==> src/serial_mp_pkg.sv <==
// Purpose: Shared constants and carrier types for the multidrop serial port
// Assumes: One system clock, frames of start, eight data, optional ninth bit, one stop
// Notes: Divisor is sixteen bits, split into high and low byte ports
package serial_mp_pkg;
   localparam int OVERSAMPLE = 16;
   localparam logic [3:0] OVS_LAST = 4'hF;
   localparam logic [3:0] OVS_MID = 4'h7;
   localparam logic [3:0] DATA_LAST = 4'h7;
   localparam logic [15:0] DIVISOR_RESET = 16'h0001;
   localparam logic [1:0] SCHEME_NONE = 2'h0;
   localparam logic [1:0] SCHEME_ADDR_ONLY = 2'h1;
   localparam logic [1:0] SCHEME_MATCH_DATA = 2'h2;
   localparam logic [1:0] SCHEME_MATCH_ALL = 2'h3;

   typedef struct packed {
      logic rx_enable;
      logic parity_enable;
      logic parity_odd;
      logic multidrop_enable;
      logic [1:0] addr_match_scheme;
      logic tx_addr_flag_bit;
      logic irq_errors_only;
      logic [7:0] match_address;
      logic [7:0] baud_divisor_hi;
      logic [7:0] baud_divisor_lo;
   } ctrl_s;

   typedef struct packed {
      logic rx_data_avail_flag;
      logic parity_error;
      logic overrun_error;
      logic framing_error;
      logic break_seen;
      logic tx_hold_empty;
      logic tx_shift_empty;
      logic rx_ninth_bit;
   } status_s;

   typedef enum logic [3:0] {
      TX_IDLE = 4'h1,
      TX_START = 4'h2,
      TX_DATA = 4'h4,
      TX_STOP = 4'h8
   } tx_state_e;

   typedef enum logic [4:0] {
      RX_IDLE = 5'h01,
      RX_START = 5'h02,
      RX_DATA = 5'h04,
      RX_NINTH = 5'h08,
      RX_STOP = 5'h10
   } rx_state_e;
endpackage

==> src/serial_mp_port.sv <==
// Purpose: Asynchronous serial transmitter and receiver with multidrop addressing
// Assumes: Control bits arrive as plain ports on the system clock; line input is asynchronous
// Notes: Data-available and error status bits clear through one-cycle pulses from the processor side
`timescale 1ns/1ps
`default_nettype none
module serial_mp_port (
   input wire logic CLOCK_IN,
   input wire logic RST_B_IN,
   input wire logic CLK_EN_IN,
   input wire serial_mp_pkg::ctrl_s CTRL_IN,
   input wire logic [7:0] TX_DATA_IN,
   input wire logic TX_WRITE_IN,
   input wire logic RX_READ_IN,
   input wire logic ERR_CLEAR_IN,
   input wire logic SERIAL_RX_IN,
   output logic SERIAL_TX_OUT,
   output logic [7:0] RX_DATA_OUT,
   output serial_mp_pkg::status_s STATUS_OUT,
   output logic TX_IRQ_OUT,
   output logic RX_IRQ_OUT
);
   function automatic logic parity_of(input logic [7:0] d, input logic odd);
      parity_of = ^d ^ odd;
   endfunction

   // Baud tick generator, shared by both directions
   logic [15:0] div_cnt_r, div_cnt_nxt;
   logic tick;
   logic [15:0] divisor;
   assign divisor = {CTRL_IN.baud_divisor_hi, CTRL_IN.baud_divisor_lo};
   assign tick = (div_cnt_r == 16'h0000);
   always_comb begin
      if (tick) begin
         // Divisor zero is treated as one to keep the tick alive
         div_cnt_nxt = (divisor == 16'h0000) ? 16'h0000 : divisor - 16'h0001;
      end else begin
         div_cnt_nxt = div_cnt_r - 16'h0001;
      end
   end
   always_ff @(posedge CLOCK_IN) begin
      if (!RST_B_IN) begin
         div_cnt_r <= 16'h0000;
      end else if (CLK_EN_IN) begin
         div_cnt_r <= div_cnt_nxt;
      end
   end

   // Transmitter
   serial_mp_pkg::tx_state_e tx_st_r, tx_st_nxt;
   logic [7:0] hold_r, hold_nxt, shift_r, shift_nxt;
   logic hold_full_r, hold_full_nxt, ninth_r, ninth_nxt, has_ninth_r, has_ninth_nxt;
   logic [3:0] tx_ovs_r, tx_ovs_nxt, tx_bit_r, tx_bit_nxt;
   logic tx_line_r, tx_line_nxt;
   always_comb begin
      tx_st_nxt = tx_st_r;
      hold_nxt = hold_r;
      shift_nxt = shift_r;
      hold_full_nxt = hold_full_r;
      ninth_nxt = ninth_r;
      has_ninth_nxt = has_ninth_r;
      tx_ovs_nxt = tx_ovs_r;
      tx_bit_nxt = tx_bit_r;
      tx_line_nxt = tx_line_r;
      if (TX_WRITE_IN && !hold_full_r) begin
         hold_nxt = TX_DATA_IN;
         hold_full_nxt = 1'b1;
      end
      if (tick) begin
         tx_ovs_nxt = tx_ovs_r + 4'h1;
      end
      case (tx_st_r)
         serial_mp_pkg::TX_IDLE: begin
            tx_line_nxt = 1'b1;
            if (hold_full_r) begin
               shift_nxt = hold_r;
               hold_full_nxt = 1'b0;
               has_ninth_nxt = CTRL_IN.multidrop_enable | CTRL_IN.parity_enable;
               ninth_nxt = CTRL_IN.multidrop_enable ? CTRL_IN.tx_addr_flag_bit
                  : parity_of(hold_r, CTRL_IN.parity_odd);
               tx_ovs_nxt = 4'h0;
               tx_line_nxt = 1'b0;
               tx_st_nxt = serial_mp_pkg::TX_START;
            end
         end
         serial_mp_pkg::TX_START: begin
            if (tick && tx_ovs_r == serial_mp_pkg::OVS_LAST) begin
               tx_line_nxt = shift_r[0];
               tx_bit_nxt = 4'h0;
               tx_st_nxt = serial_mp_pkg::TX_DATA;
            end
         end
         serial_mp_pkg::TX_DATA: begin
            if (tick && tx_ovs_r == serial_mp_pkg::OVS_LAST) begin
               tx_bit_nxt = tx_bit_r + 4'h1;
               if (tx_bit_r == serial_mp_pkg::DATA_LAST + {3'h0, has_ninth_r}) begin
                  tx_line_nxt = 1'b1;
                  tx_st_nxt = serial_mp_pkg::TX_STOP;
               end else if (tx_bit_r == serial_mp_pkg::DATA_LAST) begin
                  tx_line_nxt = ninth_r;
               end else begin
                  shift_nxt = {1'b1, shift_r[7:1]};
                  tx_line_nxt = shift_r[1];
               end
            end
         end
         serial_mp_pkg::TX_STOP: begin
            if (tick && tx_ovs_r == serial_mp_pkg::OVS_LAST) begin
               tx_st_nxt = serial_mp_pkg::TX_IDLE;
            end
         end
         default: tx_st_nxt = serial_mp_pkg::TX_IDLE;
      endcase
   end
   always_ff @(posedge CLOCK_IN) begin
      if (!RST_B_IN) begin
         tx_st_r <= serial_mp_pkg::TX_IDLE;
         hold_r <= 8'h00;
         shift_r <= 8'h00;
         hold_full_r <= 1'b0;
         ninth_r <= 1'b0;
         has_ninth_r <= 1'b0;
         tx_ovs_r <= 4'h0;
         tx_bit_r <= 4'h0;
         tx_line_r <= 1'b1;
      end else if (CLK_EN_IN) begin
         tx_st_r <= tx_st_nxt;
         hold_r <= hold_nxt;
         shift_r <= shift_nxt;
         hold_full_r <= hold_full_nxt;
         ninth_r <= ninth_nxt;
         has_ninth_r <= has_ninth_nxt;
         tx_ovs_r <= tx_ovs_nxt;
         tx_bit_r <= tx_bit_nxt;
         tx_line_r <= tx_line_nxt;
      end
   end
   assign SERIAL_TX_OUT = tx_line_r;

   // Line synchroniser; only the second stage is looked at
   logic rx_meta_r, rx_sync_r;
   always_ff @(posedge CLOCK_IN) begin
      if (!RST_B_IN) begin
         rx_meta_r <= 1'b1;
         rx_sync_r <= 1'b1;
      end else if (CLK_EN_IN) begin
         rx_meta_r <= SERIAL_RX_IN;
         rx_sync_r <= rx_meta_r;
      end
   end

   // Receiver
   serial_mp_pkg::rx_state_e rx_st_r, rx_st_nxt;
   logic [7:0] rx_shift_r, rx_shift_nxt, rx_data_r, rx_data_nxt;
   logic [3:0] rx_ovs_r, rx_ovs_nxt, rx_bit_r, rx_bit_nxt;
   logic rx_ninth_r, rx_ninth_nxt, rx_all0_r, rx_all0_nxt, selected_r, selected_nxt;
   serial_mp_pkg::status_s st_r, st_nxt;
   logic mid, accept, is_addr, matched;
   assign mid = tick && rx_ovs_r == serial_mp_pkg::OVS_MID;
   assign is_addr = CTRL_IN.multidrop_enable && rx_ninth_r;
   assign matched = rx_shift_r == CTRL_IN.match_address;
   always_comb begin
      // Decides whether a finished frame is delivered to software
      accept = 1'b1;
      if (CTRL_IN.multidrop_enable) begin
         case (CTRL_IN.addr_match_scheme)
            serial_mp_pkg::SCHEME_NONE: accept = 1'b1;
            serial_mp_pkg::SCHEME_ADDR_ONLY: accept = is_addr;
            serial_mp_pkg::SCHEME_MATCH_DATA: accept = is_addr ? 1'b0 : selected_r;
            serial_mp_pkg::SCHEME_MATCH_ALL: accept = is_addr ? matched : selected_r;
            default: accept = 1'b1;
         endcase
      end
   end
   always_comb begin
      rx_st_nxt = rx_st_r;
      rx_shift_nxt = rx_shift_r;
      rx_data_nxt = rx_data_r;
      rx_ovs_nxt = tick ? rx_ovs_r + 4'h1 : rx_ovs_r;
      rx_bit_nxt = rx_bit_r;
      rx_ninth_nxt = rx_ninth_r;
      rx_all0_nxt = rx_all0_r;
      selected_nxt = selected_r;
      st_nxt = st_r;
      // Next values, so the flags drop on the very edge that takes a write or starts a frame
      st_nxt.tx_hold_empty = !hold_full_nxt;
      st_nxt.tx_shift_empty = (tx_st_nxt == serial_mp_pkg::TX_IDLE);
      // Clears first so a same-cycle event below wins
      if (RX_READ_IN) begin
         st_nxt.rx_data_avail_flag = 1'b0;
      end
      if (ERR_CLEAR_IN) begin
         st_nxt.parity_error = 1'b0;
         st_nxt.overrun_error = 1'b0;
         st_nxt.framing_error = 1'b0;
         st_nxt.break_seen = 1'b0;
      end
      case (rx_st_r)
         serial_mp_pkg::RX_IDLE: begin
            if (!rx_sync_r && CTRL_IN.rx_enable) begin
               rx_ovs_nxt = 4'h0;
               rx_st_nxt = serial_mp_pkg::RX_START;
            end
         end
         serial_mp_pkg::RX_START: begin
            if (mid) begin
               // Glitch shorter than half a bit is rejected
               rx_st_nxt = rx_sync_r ? serial_mp_pkg::RX_IDLE : serial_mp_pkg::RX_DATA;
               rx_bit_nxt = 4'h0;
               rx_all0_nxt = 1'b1;
            end
         end
         serial_mp_pkg::RX_DATA: begin
            if (mid) begin
               rx_shift_nxt = {rx_sync_r, rx_shift_r[7:1]};
               rx_all0_nxt = rx_all0_r & !rx_sync_r;
               rx_bit_nxt = rx_bit_r + 4'h1;
               rx_ninth_nxt = 1'b0;
               if (rx_bit_r == serial_mp_pkg::DATA_LAST) begin
                  rx_st_nxt = (CTRL_IN.multidrop_enable | CTRL_IN.parity_enable)
                     ? serial_mp_pkg::RX_NINTH : serial_mp_pkg::RX_STOP;
               end
            end
         end
         serial_mp_pkg::RX_NINTH: begin
            if (mid) begin
               rx_ninth_nxt = rx_sync_r;
               rx_all0_nxt = rx_all0_r & !rx_sync_r;
               rx_st_nxt = serial_mp_pkg::RX_STOP;
            end
         end
         serial_mp_pkg::RX_STOP: begin
            if (mid) begin
               rx_st_nxt = serial_mp_pkg::RX_IDLE;
               if (!rx_sync_r) begin
                  st_nxt.framing_error = 1'b1;
                  st_nxt.break_seen = rx_all0_r | st_r.break_seen;
               end
               if (!CTRL_IN.multidrop_enable && CTRL_IN.parity_enable &&
                   rx_ninth_r != parity_of(rx_shift_r, CTRL_IN.parity_odd)) begin
                  st_nxt.parity_error = 1'b1;
               end
               if (is_addr) begin
                  selected_nxt = matched;
               end
               if (accept) begin
                  if (st_r.rx_data_avail_flag && !RX_READ_IN) begin
                     st_nxt.overrun_error = 1'b1;
                  end
                  rx_data_nxt = rx_shift_r;
                  st_nxt.rx_ninth_bit = rx_ninth_r;
                  st_nxt.rx_data_avail_flag = 1'b1;
               end
            end
         end
         default: rx_st_nxt = serial_mp_pkg::RX_IDLE;
      endcase
   end
   always_ff @(posedge CLOCK_IN) begin
      if (!RST_B_IN) begin
         rx_st_r <= serial_mp_pkg::RX_IDLE;
         rx_shift_r <= 8'h00;
         rx_data_r <= 8'h00;
         rx_ovs_r <= 4'h0;
         rx_bit_r <= 4'h0;
         rx_ninth_r <= 1'b0;
         rx_all0_r <= 1'b0;
         selected_r <= 1'b0;
         st_r <= '{tx_hold_empty: 1'b1, tx_shift_empty: 1'b1, default: 1'b0};
      end else if (CLK_EN_IN) begin
         rx_st_r <= rx_st_nxt;
         rx_shift_r <= rx_shift_nxt;
         rx_data_r <= rx_data_nxt;
         rx_ovs_r <= rx_ovs_nxt;
         rx_bit_r <= rx_bit_nxt;
         rx_ninth_r <= rx_ninth_nxt;
         rx_all0_r <= rx_all0_nxt;
         selected_r <= selected_nxt;
         st_r <= st_nxt;
      end
   end
   assign RX_DATA_OUT = rx_data_r;
   assign STATUS_OUT = st_r;
   assign TX_IRQ_OUT = st_r.tx_hold_empty;
   assign RX_IRQ_OUT = st_r.parity_error | st_r.overrun_error | st_r.framing_error |
      st_r.break_seen | (st_r.rx_data_avail_flag & !CTRL_IN.irq_errors_only);
endmodule
`default_nettype wire

==> config.mk <==
export PLATFORM = sky130hd
export DESIGN_NAME = serial_mp_port
export DESIGN_NICKNAME = d
export VERILOG_FILES = /design/src/serial_mp_pkg.sv /design/src/serial_mp_port.sv
export SDC_FILE = /design/constraint.sdc
export NUM_CORES = 1
export LEC_CHECK = 0
export ABC_AREA = 1
export BUFFER_PORTS_ARGS = -buffer_cell sky130_fd_sc_hd__buf_2
export CORE_AREA = 2 2 127 129
export DETAILED_ROUTE_END_ITERATION = 12
export DIE_AREA = 0 0 129 131
export GPL_TIMING_DRIVEN = 0
export MAX_ROUTING_LAYER = met4
export PLACE_DENSITY = 0.58
export REMOVE_ABC_BUFFERS = 1
export SLEW_MARGIN = 15
export SYNTH_ARGS = -nofsm -noshare
export SYNTH_HDL_FRONTEND = slang
export SYNTH_SLANG_ARGS = --single-unit
==> constraint.sdc <==
create_clock -name CLOCK_IN -period 1.7 [get_ports CLOCK_IN]
set_clock_uncertainty 0.05 [all_clocks]
set_input_delay 0.255 -clock CLOCK_IN [delete_from_list [all_inputs] [get_ports CLOCK_IN]]
set_output_delay 0.255 -clock CLOCK_IN [all_outputs]
set_load 0.05 [all_outputs]
==> results.rst, run 1 <==
.. list-table::
   :header-rows: 1

   * - Metric
     - Value
   * - Run status
     - finished with violations
   * - Violated checks
     - negative setup slack
   * - Endpoint type of the worst setup path
     - flip-flop
   * - Worst path top cell family by delay
     - simple AND/OR/NAND/NOR gates
   * - Post-synthesis to final-layout area growth
     - 29.9%
   * - Setup slack after layout
     - -0.156 ns
   * - Clock network latency to the later pin of the worst-skew pair
     - 0.35 ns
   * - Antenna violations before repair
     - 0
   * - Static leakage power
     - 3.08 nW
   * - Worst Tran Pin Value
     - 0.595 ns
   * - Placeable core region
     - 15600 um2
   * - Final setup violation count
     - 54
   * - Chain of cells forming the critical path
     - nor2_2, nand2_2, nor2_4, nand2_4, nor2_8, nand3_4, nor2_4, buf_12, buf_6, nand3b_1, a21oi_2
   * - Final-report hold violation count
     - 0
   * - RSZ-0062 raised after global routing
     - yes
   * - Yosys synthesis warning count
     - 0
   * - Number of unique standard cell types used by synthesis
     - 41
   * - Max_slew headroom
     - 60.2%
   * - Setup slack of the most critical reg-to-reg path
     - -0.16 ns
   * - Max FO, Critical Path
     - 6
   * - Post-Place Cells
     - 1095
   * - Initial cell density of the core
     - 34.3%
   * - Total congestion overflow after global routing
     - 0
   * - Synthesized area per cell
     - 6.38 um2
   * - Clock tree sinks
     - 90
   * - Clock Tree Root
     - clkbuf_16
   * - I/O Buffers
     - 65
   * - Post-detailed-route via-to-cell ratio
     - 4.65
   * - Ports placed on the boundary
     - 66
   * - TritonCTS buffer count
     - 9
   * - Minimum hold slack
     - 0.0782 ns
   * - Fraction of met1 tracks used by global routing
     - 22.7%
   * - Die outline width
     - 129 um
   * - Path type of the worst setup path
     - flip-flop to flip-flop
   * - Detailed Place HPWL
     - 9310 um
   * - Share of the yosys chip area belonging to registers
     - 33.7%
   * - Bufs on Longest Clock Path
     - 2
   * - GR met3 Demand/Resource
     - 4.03%
   * - WP buf/inv
     - 2
   * - Wire length per cell after detailed routing
     - 12.6 um
   * - Number of DRC violations after detailed-routing iteration 0
     - 364
   * - Max Fclk
     - 539 MHz
   * - Vias after detailed routing
     - 5381
   * - Drt drc
     - 0
   * - Ratio of cells with drive above 1 in the final layout
     - 23.2%
   * - GP Congestion
     - 0.854
   * - Overall power consumption
     - 5.84 mW
   * - Number of global-route vias before repair
     - 4778
   * - Layout Utilization
     - 44.5%
   * - Most used routing layer
     - met2
   * - Height of the die
     - 131 um
   * - Critical path startpoint category
     - flip-flop
   * - Final worst-path cycle share
     - 109%
   * - Cell taking the most area after synthesis
     - dfxtp_1
   * - Dominant cell by count in the synthesized netlist
     - nand2_1
   * - Clock input transition at the sequential cells of the worst setup and hold paths
     - 0.07 ns
   * - Async set-reset flop share out of synthesis
     - 0%
   * - WP data arrival
     - 2.09 ns
   * - CTS tree
     - done
   * - Detailed-route wire length
     - 14600 um
   * - Placement Rows
     - 46
   * - Met2 track demand over resource
     - 29.3%
   * - Antenna cell count
     - 0
   * - Netlist area before placement
     - 5340 um2
   * - Power density relative to cell area
     - 841 nW/um2
   * - Number of cells produced by synthesis
     - 838
   * - Most common library cells after synthesis
     - 188 x nand2_1, 128 x inv_1, 105 x nor2_1
   * - Count of nets after finishing
     - 989
   * - Post-Layout Cell Count
     - 1156
   * - Pin count of the biggest net entering global routing
     - 64
   * - Overall routing resource usage
     - 17.9%
   * - H-tree levels
     - 3
   * - CP Data Required Time
     - 1.93 ns
   * - Post-synth EDFFs
     - 0
   * - Most frequent cell on the critical path
     - nor2_4
   * - Slew Viols, Final
     - 0
   * - Wire length of the first global-routing pass
     - 23400 um
   * - Antenna Nets Post-Route
     - 0
   * - Number of search-and-repair iterations in the first detailed-routing pass
     - 6
   * - Register bit count reported by yosys
     - 90
   * - Max-Cap Viols
     - 0
   * - Worst IR drop on VDD
     - 0.000548 V
   * - Area share of the largest cell type after synthesis
     - 33.7%
   * - Area of the die
     - 16900 um2
   * - Delay contributed by the slowest stage of the critical path
     - 0.34 ns
   * - Critical-path cell with the highest stage delay
     - dfxtp_2
   * - Synth Flop Type
     - dfxtp_1
   * - Hold buffer count at cts
     - 0
   * - Cells taking the most area after synthesis
     - dfxtp_1 34%, nand2_1 13%, inv_1 9.0%, nor2_1 7.4%, o21ai_0 6.5%
   * - Final critical delay including setup and external delays
     - 1.86 ns
   * - Class of the tightest hold or removal check
     - primary input to flip-flop
## per-stage QoR
step | instance area (um2) | setup WS (ns) | setup TNS (ns)
global route | 6940 | -0.262 | -11.11
global placement | 5820 | -1.01 | -50.24
CTS | 6640 | -0.202 | -6.45
finish | 6940 | -0.156 | -4.85
floorplan | 5230 | -0.458 | -2.94
detailed placement | 5820 | -1.00 | -50.35
## sequential cells by signal, indices dropped and copies added (netlist names), 4 cells and up
register	count
tx_st_r	4
tx_ovs_r	4
tx_bit_r	4
rx_st_r	5
shift_r	8
rx_shift_r	8
RX_DATA_OUT	8
div_cnt_r	16
hold_r	8
rx_ovs_r	4
rx_bit_r	4
STATUS_OUT	7
## worst paths after layout
check | from | endpoint | depth (start not counted)
setup reg to reg | div_cnt_r[7] | STATUS_OUT[6] | 11
setup / recovery | div_cnt_r[7] | STATUS_OUT[6] | 11
hold reg to reg | rx_meta_r | rx_meta_r | 2
hold / removal | SERIAL_RX_IN | rx_meta_r | 3
## logic make-up (layout without fill, tap and decap cells)
group | count (synthesis) | in the layout | share of synthesized area (%)
simple gates | 410 | 414 | 33.9
buf+inv | 152 | 249 | 11.1
compound gates | 149 | 150 | 14.7
flops | 90 | 90 | 33.7
xor+xnor | 30 | 30 | 4.92
fa+ha+maj | 7 | 7 | 1.64
## layout by cell type, fill, tap and decap left out, types with 3 or more instances in the layout
cell        instances
dfxtp_2             7
buf_12              3
a21oi_1            59
clkinvlp_4          5
nand3_4             4
xnor2_1            13
o21ai_1            15
nand3_2             5
inv_1             115
nand3b_1            4
buf_6               8
xor2_1             17
dfxtp_1            83
inv_2               9
nor3_1              8
clkbuf_16           9
nand2_2             9
nand2_1           176
buf_2              62
a31oi_1             3
ha_1                6
buf_4              28
nor2_1             89
o21ai_0            55
nand2_8             6
nand2_4             4
a21oi_2             7
nor2_4             16
nand4_1             8
nand3_1            59
nor2_2             15
## worst register-to-register path: stages, from the launching register on
cell and delay, ns:
dfxtp_2 0.34, nor2_2 0.15, nand2_2 0.11, nor2_4 0.15
nand2_4 0.09, nor2_8 0.15, nand3_4 0.12, nor2_4 0.14
buf_12 0.17, buf_6 0.12, nand3b_1 0.09, a21oi_2 0.12
## layer usage
layer  wire length, um  vias up
li1                  -     2862
met4               170        0
met2              6940       87
met3               576       12
met5                 0        -
met1              6920     2420
## area by class of cell
type	instances	area (um2)
fillers	1634	8660
multi-input cells	601	3340
flip-flops and latches	90	1810
repair buffers	102	678
inverters	128	499
well taps	216	270
clock buffers	11	243
clock inverters	5	77.6
repair inverters	3	17.5
## what timing repair did
| item | CTS | global route |
|---|---|---|
| resized for setup | 60 | 69 |
| endpoints found under the setup margin | 88 | 81 |
| setup buffers | 27 | 11 |
| pin swaps | 22 | 28 |
| gates cloned | 8 | 0 |
## power by group
group          total (mW)  internal (mW)  switching (mW)
clock                2.17           1.32           0.843
sequential           2.36           2.25           0.113
combinational        1.31          0.494           0.816
(Power assumes the default switching activity.)
==> run 2: changes to the inputs <==
- MAX_ROUTING_LAYER: met4 -> default
==> run 2 against run 1 <==
The flow still finishes with violations (negative setup slack). Cell area stayed put. Wire length is 0.29% lower. Worst hold slack better by 0.00051 ns. Utilization stayed put. Fmax is 0.13% lower. First-iteration DRC count is 7.4% lower. Non-clock buffer count stayed put. Sequential cell count stayed put. Global-route usage is 0.52 points lower. Die area stayed put. Largest cell class unchanged. Largest power group unchanged.
==> results.rst, run 2 (synthesized netlist as in run 1, its figures left out) <==
.. list-table::
   :header-rows: 1

   * - Metric
     - Value
   * - Class of the tightest hold or removal check
     - primary input to flip-flop
   * - Ratio of cells with drive above 1 in the final layout
     - 23.2% (unchanged)
   * - Final-report hold violation count
     - 0 (unchanged)
   * - Max Fclk
     - 538 MHz (-0.13%)
   * - Run status
     - finished with violations
   * - WP data arrival
     - 2.09 ns (about the same)
   * - Violated checks
     - negative setup slack
   * - Bufs on Longest Clock Path
     - 2 (unchanged)
   * - Slew Viols, Final
     - 0 (unchanged)
   * - Post-synthesis to final-layout area growth
     - 29.9% (unchanged)
   * - Pin count of the biggest net entering global routing
     - 64 (unchanged)
   * - Clock network latency to the later pin of the worst-skew pair
     - 0.35 ns (about the same)
   * - Endpoint type of the worst setup path
     - flip-flop
   * - Wire length of the first global-routing pass
     - 23400 um (about the same)
   * - Count of cells along the worst register-to-register path
     - 12 (+1)
   * - I/O Buffers
     - 65 (unchanged)
   * - Power density relative to cell area
     - 840 nW/um2 (-0.12%)
   * - Worst setup path endpoint
     - STATUS_OUT[6]
   * - Chain of cells forming the critical path
     - inv_2, ha_4, nand3_4, nor2_4, nand2_4, nor2_8, nand3_4, nor2_4, buf_12, buf_6, nand3b_1, a21oi_2
   * - Final setup violation count
     - 54 (unchanged)
   * - Wire length per cell after detailed routing
     - 12.6 um (-0.29%)
   * - Static leakage power
     - 3.08 nW (about the same)
   * - Area of the die
     - 16900 um2 (unchanged)
   * - TritonCTS buffer count
     - 9 (unchanged)
   * - Worst R2R End
     - STATUS_OUT[6]
   * - Reg-to-reg startpoint
     - div_cnt_r[0]
   * - Setup slack of the most critical reg-to-reg path
     - -0.16 ns (about the same)
   * - Number of flip-flops in the largest register
     - 16 (unchanged)
   * - Height of the die
     - 131 um (unchanged)
   * - Antenna cell count
     - 0 (unchanged)
   * - Path type of the worst setup path
     - flip-flop to flip-flop
   * - Clock input transition at the sequential cells of the worst setup and hold paths
     - 0.07 ns (about the same)
   * - GP Congestion
     - 0.841 (-1.5%)
   * - Most common library cell in the layout ignoring fill and taps
     - nand2_1
   * - Antenna Nets Post-Route
     - 0 (unchanged)
   * - Total congestion overflow after global routing
     - 0 (unchanged)
   * - Placement Rows
     - 46 (unchanged)
   * - Setup slack after layout
     - -0.158 ns (-0.00244 ns)
   * - Final critical delay including setup and external delays
     - 1.86 ns (+0.00244 ns)
   * - Detailed-route wire length
     - 14600 um (-0.29%)
   * - Worst Tran Pin Value
     - 0.598 ns (+0.00316 ns)
   * - Crit. Startpoint
     - div_cnt_r[0]
   * - Max_slew headroom
     - 60.0% (-0.21 points)
   * - Vias after detailed routing
     - 5368 (-0.24%)
   * - Ports placed on the boundary
     - 66 (unchanged)
   * - Most frequent cells in the layout
     - 176 x nand2_1, 115 x inv_1, 89 x nor2_1, 83 x dfxtp_1, 62 x buf_2
   * - Number of search-and-repair iterations in the first detailed-routing pass
     - 5 (-1)
   * - Critical-path cell with the highest stage delay
     - dfxtp_1
   * - Die outline width
     - 129 um (unchanged)
   * - Clock tree sinks
     - 90 (unchanged)
   * - Max FO, Critical Path
     - 6 (unchanged)
   * - Critical path startpoint category
     - flip-flop
   * - Placeable core region
     - 15600 um2 (unchanged)
   * - Number of global-route vias before repair
     - 4776 (-0.042%)
   * - Detailed Place HPWL
     - 9310 um (unchanged)
   * - Drt drc
     - 0 (unchanged)
   * - Max-Cap Viols
     - 0 (unchanged)
   * - Antenna violations before repair
     - 0 (unchanged)
   * - Register ranked first by flip-flop count
     - div_cnt_r
   * - Overall routing resource usage
     - 17.3% (-0.52 points)
   * - Worst IR drop on VDD
     - 0.000545 V (-0.46%)
   * - Initial cell density of the core
     - 34.3% (unchanged)
   * - Post-detailed-route via-to-cell ratio
     - 4.64 (-0.24%)
   * - Overall power consumption
     - 5.83 mW (-0.12%)
   * - Post-Layout Cell Count
     - 1156 (unchanged)
   * - Clock Tree Root
     - clkbuf_16
   * - Final worst-path cycle share
     - 109% (+0.14 points)
   * - Post-Place Cells
     - 1095 (unchanged)
   * - H-tree levels
     - 3 (unchanged)
   * - Count of nets after finishing
     - 989 (unchanged)
   * - Delay contributed by the slowest stage of the critical path
     - 0.32 ns (-0.02 ns)
   * - CTS tree
     - done
   * - Number of DRC violations after detailed-routing iteration 0
     - 337 (-7.4%)
   * - RSZ-0062 raised after global routing
     - yes
   * - CP Data Required Time
     - 1.93 ns (about the same)
-- run 2: cell count changes in the layout (fill, tap and decap cells not counted) --
cell | before | now
o21ai_0 | 55 | 56
o21ai_1 | 15 | 14
-- run 2: worst min-delay path by stage --
stage | from | to | slack (ns) | depth (start not counted)
4_1_cts | SERIAL_RX_IN | rx_meta_r | 0.07 | 3
3_5_place_dp | rx_meta_r | rx_meta_r | 0.39 | 2
6_report | SERIAL_RX_IN | rx_meta_r | 0.08 | 3
3_3_place_gp | rx_meta_r | rx_meta_r | 0.39 | 2
2_1_floorplan | RST_B_IN | TX_IRQ_OUT | 0.27 | 1
5_1_grt | SERIAL_RX_IN | rx_meta_r | 0.10 | 3
-- run 2: critical path: cells and delay by family, from the launching register on --
family / cells / cell delay [ns]
and+or+nand+nor: 7 / 0.79
DFF: 1 / 0.32
buffers and inverters: 3 / 0.36
AOI/OAI and AO/OA: 1 / 0.12
adders and majority gates: 1 / 0.15
-- run 2: per-stage QoR --
stage	utilization, %	setup slack (ns)	setup TNS, ns	instance area (um2)	hold slack [ns]
CTS	42.6	-0.202	-6.45	6640	0.0733
floorplan	-	-0.458	-2.94	5230	0.274
global route	44.5	-0.262	-11.14	6940	0.102
detailed placement	37.3	-1.00	-50.35	5820	0.394
finish	44.5	-0.158	-4.84	6940	0.0787
global placement	37.3	-1.01	-50.24	5820	0.393
-- run 2: what timing repair did --
item,in CTS,in global routing
setup buffers,27,11
setup endpoints to repair,88,81
resized for setup,60,68
hold buffers,0,0
cloned,8,0
pin swaps,22,27
endpoints found under the hold margin,0,0
-- run 2: final cells by class --
| type | instances | area [um2] |
|---|---|---|
| Multi-Input combinational cell | 601 | 3340 |
| Inverter | 128 | 499 |
| Timing Repair inverter | 3 | 17.5 |
| Timing Repair Buffer | 102 | 678 |
| Sequential cell | 90 | 1810 |
| Tap cell | 216 | 270 |
| Clock buffer | 11 | 243 |
| Fill cell | 1634 | 8660 |
| Clock inverter | 5 | 77.6 |
-- run 2: metal layers --
layer / global-route usage (%) / share of wire (%) / vias to the layer above
met5: 0 / 0 / -
met4: 3.58 / 1.3 / 0
met3: 4.03 / 3.9 / 14
met2: 29.3 / 47 / 87
met1: 22.8 / 47 / 2400
li1: - / - / 2867
-- run 2: power by group --
group          internal (mW)  switching (mW)  leakage (nW)
Clock                   1.32           0.836         0.156
Combinational          0.493           0.817          2.19
Sequential              2.25           0.113         0.737
Total                   4.06            1.77          3.08
==> run 3: changes to the inputs <==
- ABC_AREA: 1 -> 0
- CORE_AREA: 2 2 127 129 -> 2 2 103 154
- DIE_AREA: 0 0 129 131 -> 0 0 105 156
- PLACE_DENSITY: 0.58 -> 0.56
- clock period: 1.7 -> 2.4 ns (I/O delays scaled with it)
==> run 3 against run 2 <==
The run still ends with negative setup slack left. Die area fell by 3.1%. Cell area down 8.8%. Via count is 11% lower. Global-route usage down 0.32 points. Critical endpoint is now RX_DATA_OUT[6].
==> results.rst, run 3 <==
.. list-table::
   :header-rows: 1

   * - Metric
     - Value
   * - CP Data Required Time
     - 2.62 ns (+0.69 ns)
   * - TritonCTS buffer count
     - 9 (unchanged)
   * - Ports placed on the boundary
     - 66 (unchanged)
   * - Total placed instance area
     - 5580 um2 (-4.1%)
   * - Mux contribution to synthesized area
     - 7.18% (+7.2 points)
   * - Total non-filler cell area in the finished layout
     - 6330 um2 (-8.8%)
   * - Minimum hold slack
     - 0.190 ns (+0.111 ns)
   * - Most frequent cells in the layout
     - 85 x dfxtp_1, 67 x nor2_1, 63 x buf_2, 57 x nand2_1
   * - Most common library cells after synthesis
     - 90 x dfxtp_1, 68 x nor2_1, 57 x nand2_1
   * - Die outline width
     - 105 um (-19%)
   * - Drt drc
     - 0 (unchanged)
   * - Cells taking the most area after synthesis
     - dfxtp_1 35%, mux2i_1 7.2%, nor2_1 5.0%, xnor2_1 4.4%, nand2_1 4.1%
   * - Initial cell density of the core
     - 34.4% (+0.12 points)
   * - Area share of the largest cell type after synthesis
     - 34.9% (+1.2 points)
   * - Endpoint type of the worst setup path
     - flip-flop
   * - Synth Flop Type
     - dfxtp_1
   * - Antenna cell count
     - 0 (unchanged)
   * - I/O Buffers
     - 65 (unchanged)
   * - Max Fclk
     - 395 MHz (-27%)
   * - Path type of the worst setup path
     - flip-flop to flip-flop
   * - Max_slew headroom
     - 24.4% (-36 points)
   * - GP Congestion
     - 0.830 (-1.3%)
   * - Total congestion overflow after global routing
     - 0 (unchanged)
   * - Slew Viols, Final
     - 0 (unchanged)
   * - Final worst-path cycle share
     - 105% (-3.9 points)
   * - Combinational family with the most area after synthesis
     - simple AND/OR/NAND/NOR gates
   * - Worst IR drop on VDD
     - 0.000285 V (-48%)
   * - Total of fill cells in the finished design
     - 1561 (-4.5%)
   * - Bufs on Longest Clock Path
     - 2 (unchanged)
   * - Setup slack after layout
     - -0.130 ns (+0.0281 ns)
   * - Worst Tran Pin Value
     - 1.12 ns (+0.525 ns)
   * - Violated checks
     - negative setup slack
   * - Wire length per cell after detailed routing
     - 15.3 um (+21%)
   * - Run status
     - finished with violations
   * - Max FO, Critical Path
     - 6 (unchanged)
   * - Yosys synthesis warning count
     - 0 (unchanged)
   * - Number of DRC violations after detailed-routing iteration 0
     - 245 (-27%)
   * - Highest routing layer actually used
     - met4
   * - Critical path startpoint category
     - flip-flop
   * - Number of unique standard cell types used by synthesis
     - 66 (+61%)
   * - Count of cells along the worst register-to-register path
     - 8 (-4)
   * - Overall routing resource usage
     - 17.0% (-0.32 points)
   * - Most common library cell in the layout ignoring fill and taps
     - dfxtp_1
   * - Synthesized area per cell
     - 8.17 um2 (+28%)
   * - Area occupied by registers
     - 1810 um2 (unchanged)
   * - Post-detailed-route via-to-cell ratio
     - 5.36 (+15%)
   * - Ratio of cells with drive above 1 in the final layout
     - 21.7% (-1.5 points)
   * - Height of the die
     - 156 um (+19%)
   * - Clock network latency to the later pin of the worst-skew pair
     - 0.34 ns (about the same)
   * - Post-synth EDFFs
     - 0 (unchanged)
   * - Dominant cell by count in the synthesized netlist
     - dfxtp_1
   * - XOR/XNOR Fraction of Synth Area
     - 7.64% (+2.7 points)
   * - Routed met2 length
     - 7120 um (+3.1%)
   * - Share of synthesized cell area in full adder, half adder and majority cells
     - 1.70% (+0.059 points)
   * - Share of the yosys chip area belonging to registers
     - 34.9% (+1.2 points)
   * - Number of global-route vias before repair
     - 4626 (-3.1%)
   * - Vias after detailed routing
     - 4798 (-11%)
   * - H-tree levels
     - 3 (unchanged)
   * - Crit. Startpoint
     - div_cnt_r[0]
   * - Antenna Nets Post-Route
     - 0 (unchanged)
   * - Synthesized-area fraction occupied by ao, oa, aoi and oai cells
     - 18.9% (+4.2 points)
   * - Number of search-and-repair iterations in the first detailed-routing pass
     - 4 (-1)
   * - Post-synthesis to final-layout area growth
     - 22.7%
   * - Wire length of the first global-routing pass
     - 22700 um (-2.9%)
   * - Placement Rows
     - 55 (+20%)
   * - Static leakage power
     - 2.42 nW (-21%)
   * - Layout Utilization
     - 42.2% (-2.3 points)
   * - Register bit count reported by yosys
     - 90 (unchanged)
   * - Clock tree sinks
     - 90 (unchanged)
   * - Clock Tree Root
     - clkbuf_16
   * - Count of nets after finishing
     - 746 (-25%)
   * - Max-Cap Viols
     - 0 (unchanged)
   * - CTS tree
     - done
   * - Final-report hold violation count
     - 0 (unchanged)
   * - Reg-to-reg startpoint
     - div_cnt_r[0]
   * - Detailed-route wire length
     - 13700 um (-6.0%)
   * - RSZ-0062 raised after global routing
     - yes
   * - Hold_sp
     - SERIAL_RX_IN
   * - Accumulated negative setup slack
     - -1.66 ns (+3.17 ns)
   * - Placeable core region
     - 15000 um2 (-3.8%)
   * - Simple-gate area share of the yosys netlist
     - 24.9% (-8.9 points)
   * - Class of the tightest hold or removal check
     - primary input to flip-flop
   * - Number of cells produced by synthesis
     - 631 (-25%)
   * - Cell taking the most area after synthesis
     - dfxtp_1
   * - Cell count of the worst hold path
     - 3 (unchanged)
   * - WP data arrival
     - 2.75 ns (+0.66 ns)
   * - Area used by multi-input combinational logic
     - 3330 um2 (-0.49%)
   * - Area of the die
     - 16400 um2 (-3.1%)
   * - Final setup violation count
     - 22 (-59%)
   * - Final critical delay including setup and external delays
     - 2.53 ns (+0.672 ns)
   * - Netlist area before placement
     - 5160 um2 (-3.5%)
   * - Routed met1 length
     - 5770 um (-16%)
   * - Clock input transition at the sequential cells of the worst setup and hold paths
     - 0.06 ns (about the same)
   * - Routed met3 length
     - 561 um (-0.18%)
   * - Power density relative to cell area
     - 633 nW/um2 (-25%)
   * - Antenna violations before repair
     - 0 (unchanged)
   * - Register ranked first by flip-flop count
     - div_cnt_r
   * - Async set-reset flop share out of synthesis
     - 0% (unchanged)
   * - Pin count of the biggest net entering global routing
     - 58 (-9.4%)
   * - Number of flip-flops in the largest register
     - 16 (unchanged)
   * - Detailed Place HPWL
     - 9470 um (+1.8%)
run 3: path summary, 6_finish.rpt:
path / endpoint / slack, ns
max reg2reg: RX_DATA_OUT[6] / -0.13
min: rx_meta_r / 0.19
min reg2reg: RX_DATA_OUT[1] / 0.40
max: RX_DATA_OUT[6] / -0.13
run 3: area by class of cell:
class / instances / share of cell area, %
Clock buffer: 12 / 3.74
Clock inverter: 3 / 1.03
Inverter: 19 / 1.13
Multi-Input combinational cell: 484 / 52.6
Sequential cell: 90 / 28.6
Tap cell: 199 / 3.94
Timing Repair Buffer: 88 / 8.98
run 3: logic make-up (layout without fill, tap and decap cells):
group / Yosys count / count (layout)
simple gates: 248 / 248
mux: 37 / 37
xor+xnor: 45 / 45
compound gates: 147 / 147
buf+inv: 57 / 122
flops: 90 / 90
fa+ha+maj: 7 / 7
run 3: metrics by stage:
stage	power [mW]	setup WS (ns)	instances
final	4.01	-0.130	895
after global routing	4.18	-0.219	895
after CTS	3.98	-0.230	889
after detailed placement	2.40	-1.15	859
after global placement	2.38	-1.65	857
after floorplan	2.15	-0.702	593
run 3: routing by layer:
| layer | global-route usage (%) | vias to the layer above |
|---|---|---|
| met1 | 19.7 | 2265 |
| li1 | - | 2420 |
| met4 | 5.84 | 0 |
| met2 | 31.6 | 97 |
| met3 | 2.67 | 16 |
| met5 | 0 | - |
run 3: timing repair:
item,in CTS,in global routing
buffers inserted,14,6
endpoints found under the hold margin,0,0
pin swaps,12,13
cloned,1,0
gates resized for setup,30,22
hold buffers,0,0
setup endpoints to repair,75,58
run 3: critical path, cell delays in order (launching register included):
cell and delay, ns:
dfxtp_2 0.33, inv_2 0.07, ha_4 0.13, or4bb_4 0.45
or4_4 0.46, or3_4 0.40, a31oi_4 0.23, buf_12 0.16
mux2i_1 0.18
run 3: where the power goes:
part / internal, mW / switching (mW) / total, mW
Clock: 0.907 / 0.581 / 1.49
Sequential: 1.57 / 0.0938 / 1.66
Combinational: 0.367 / 0.491 / 0.858
Total: 2.84 / 1.17 / 4.01
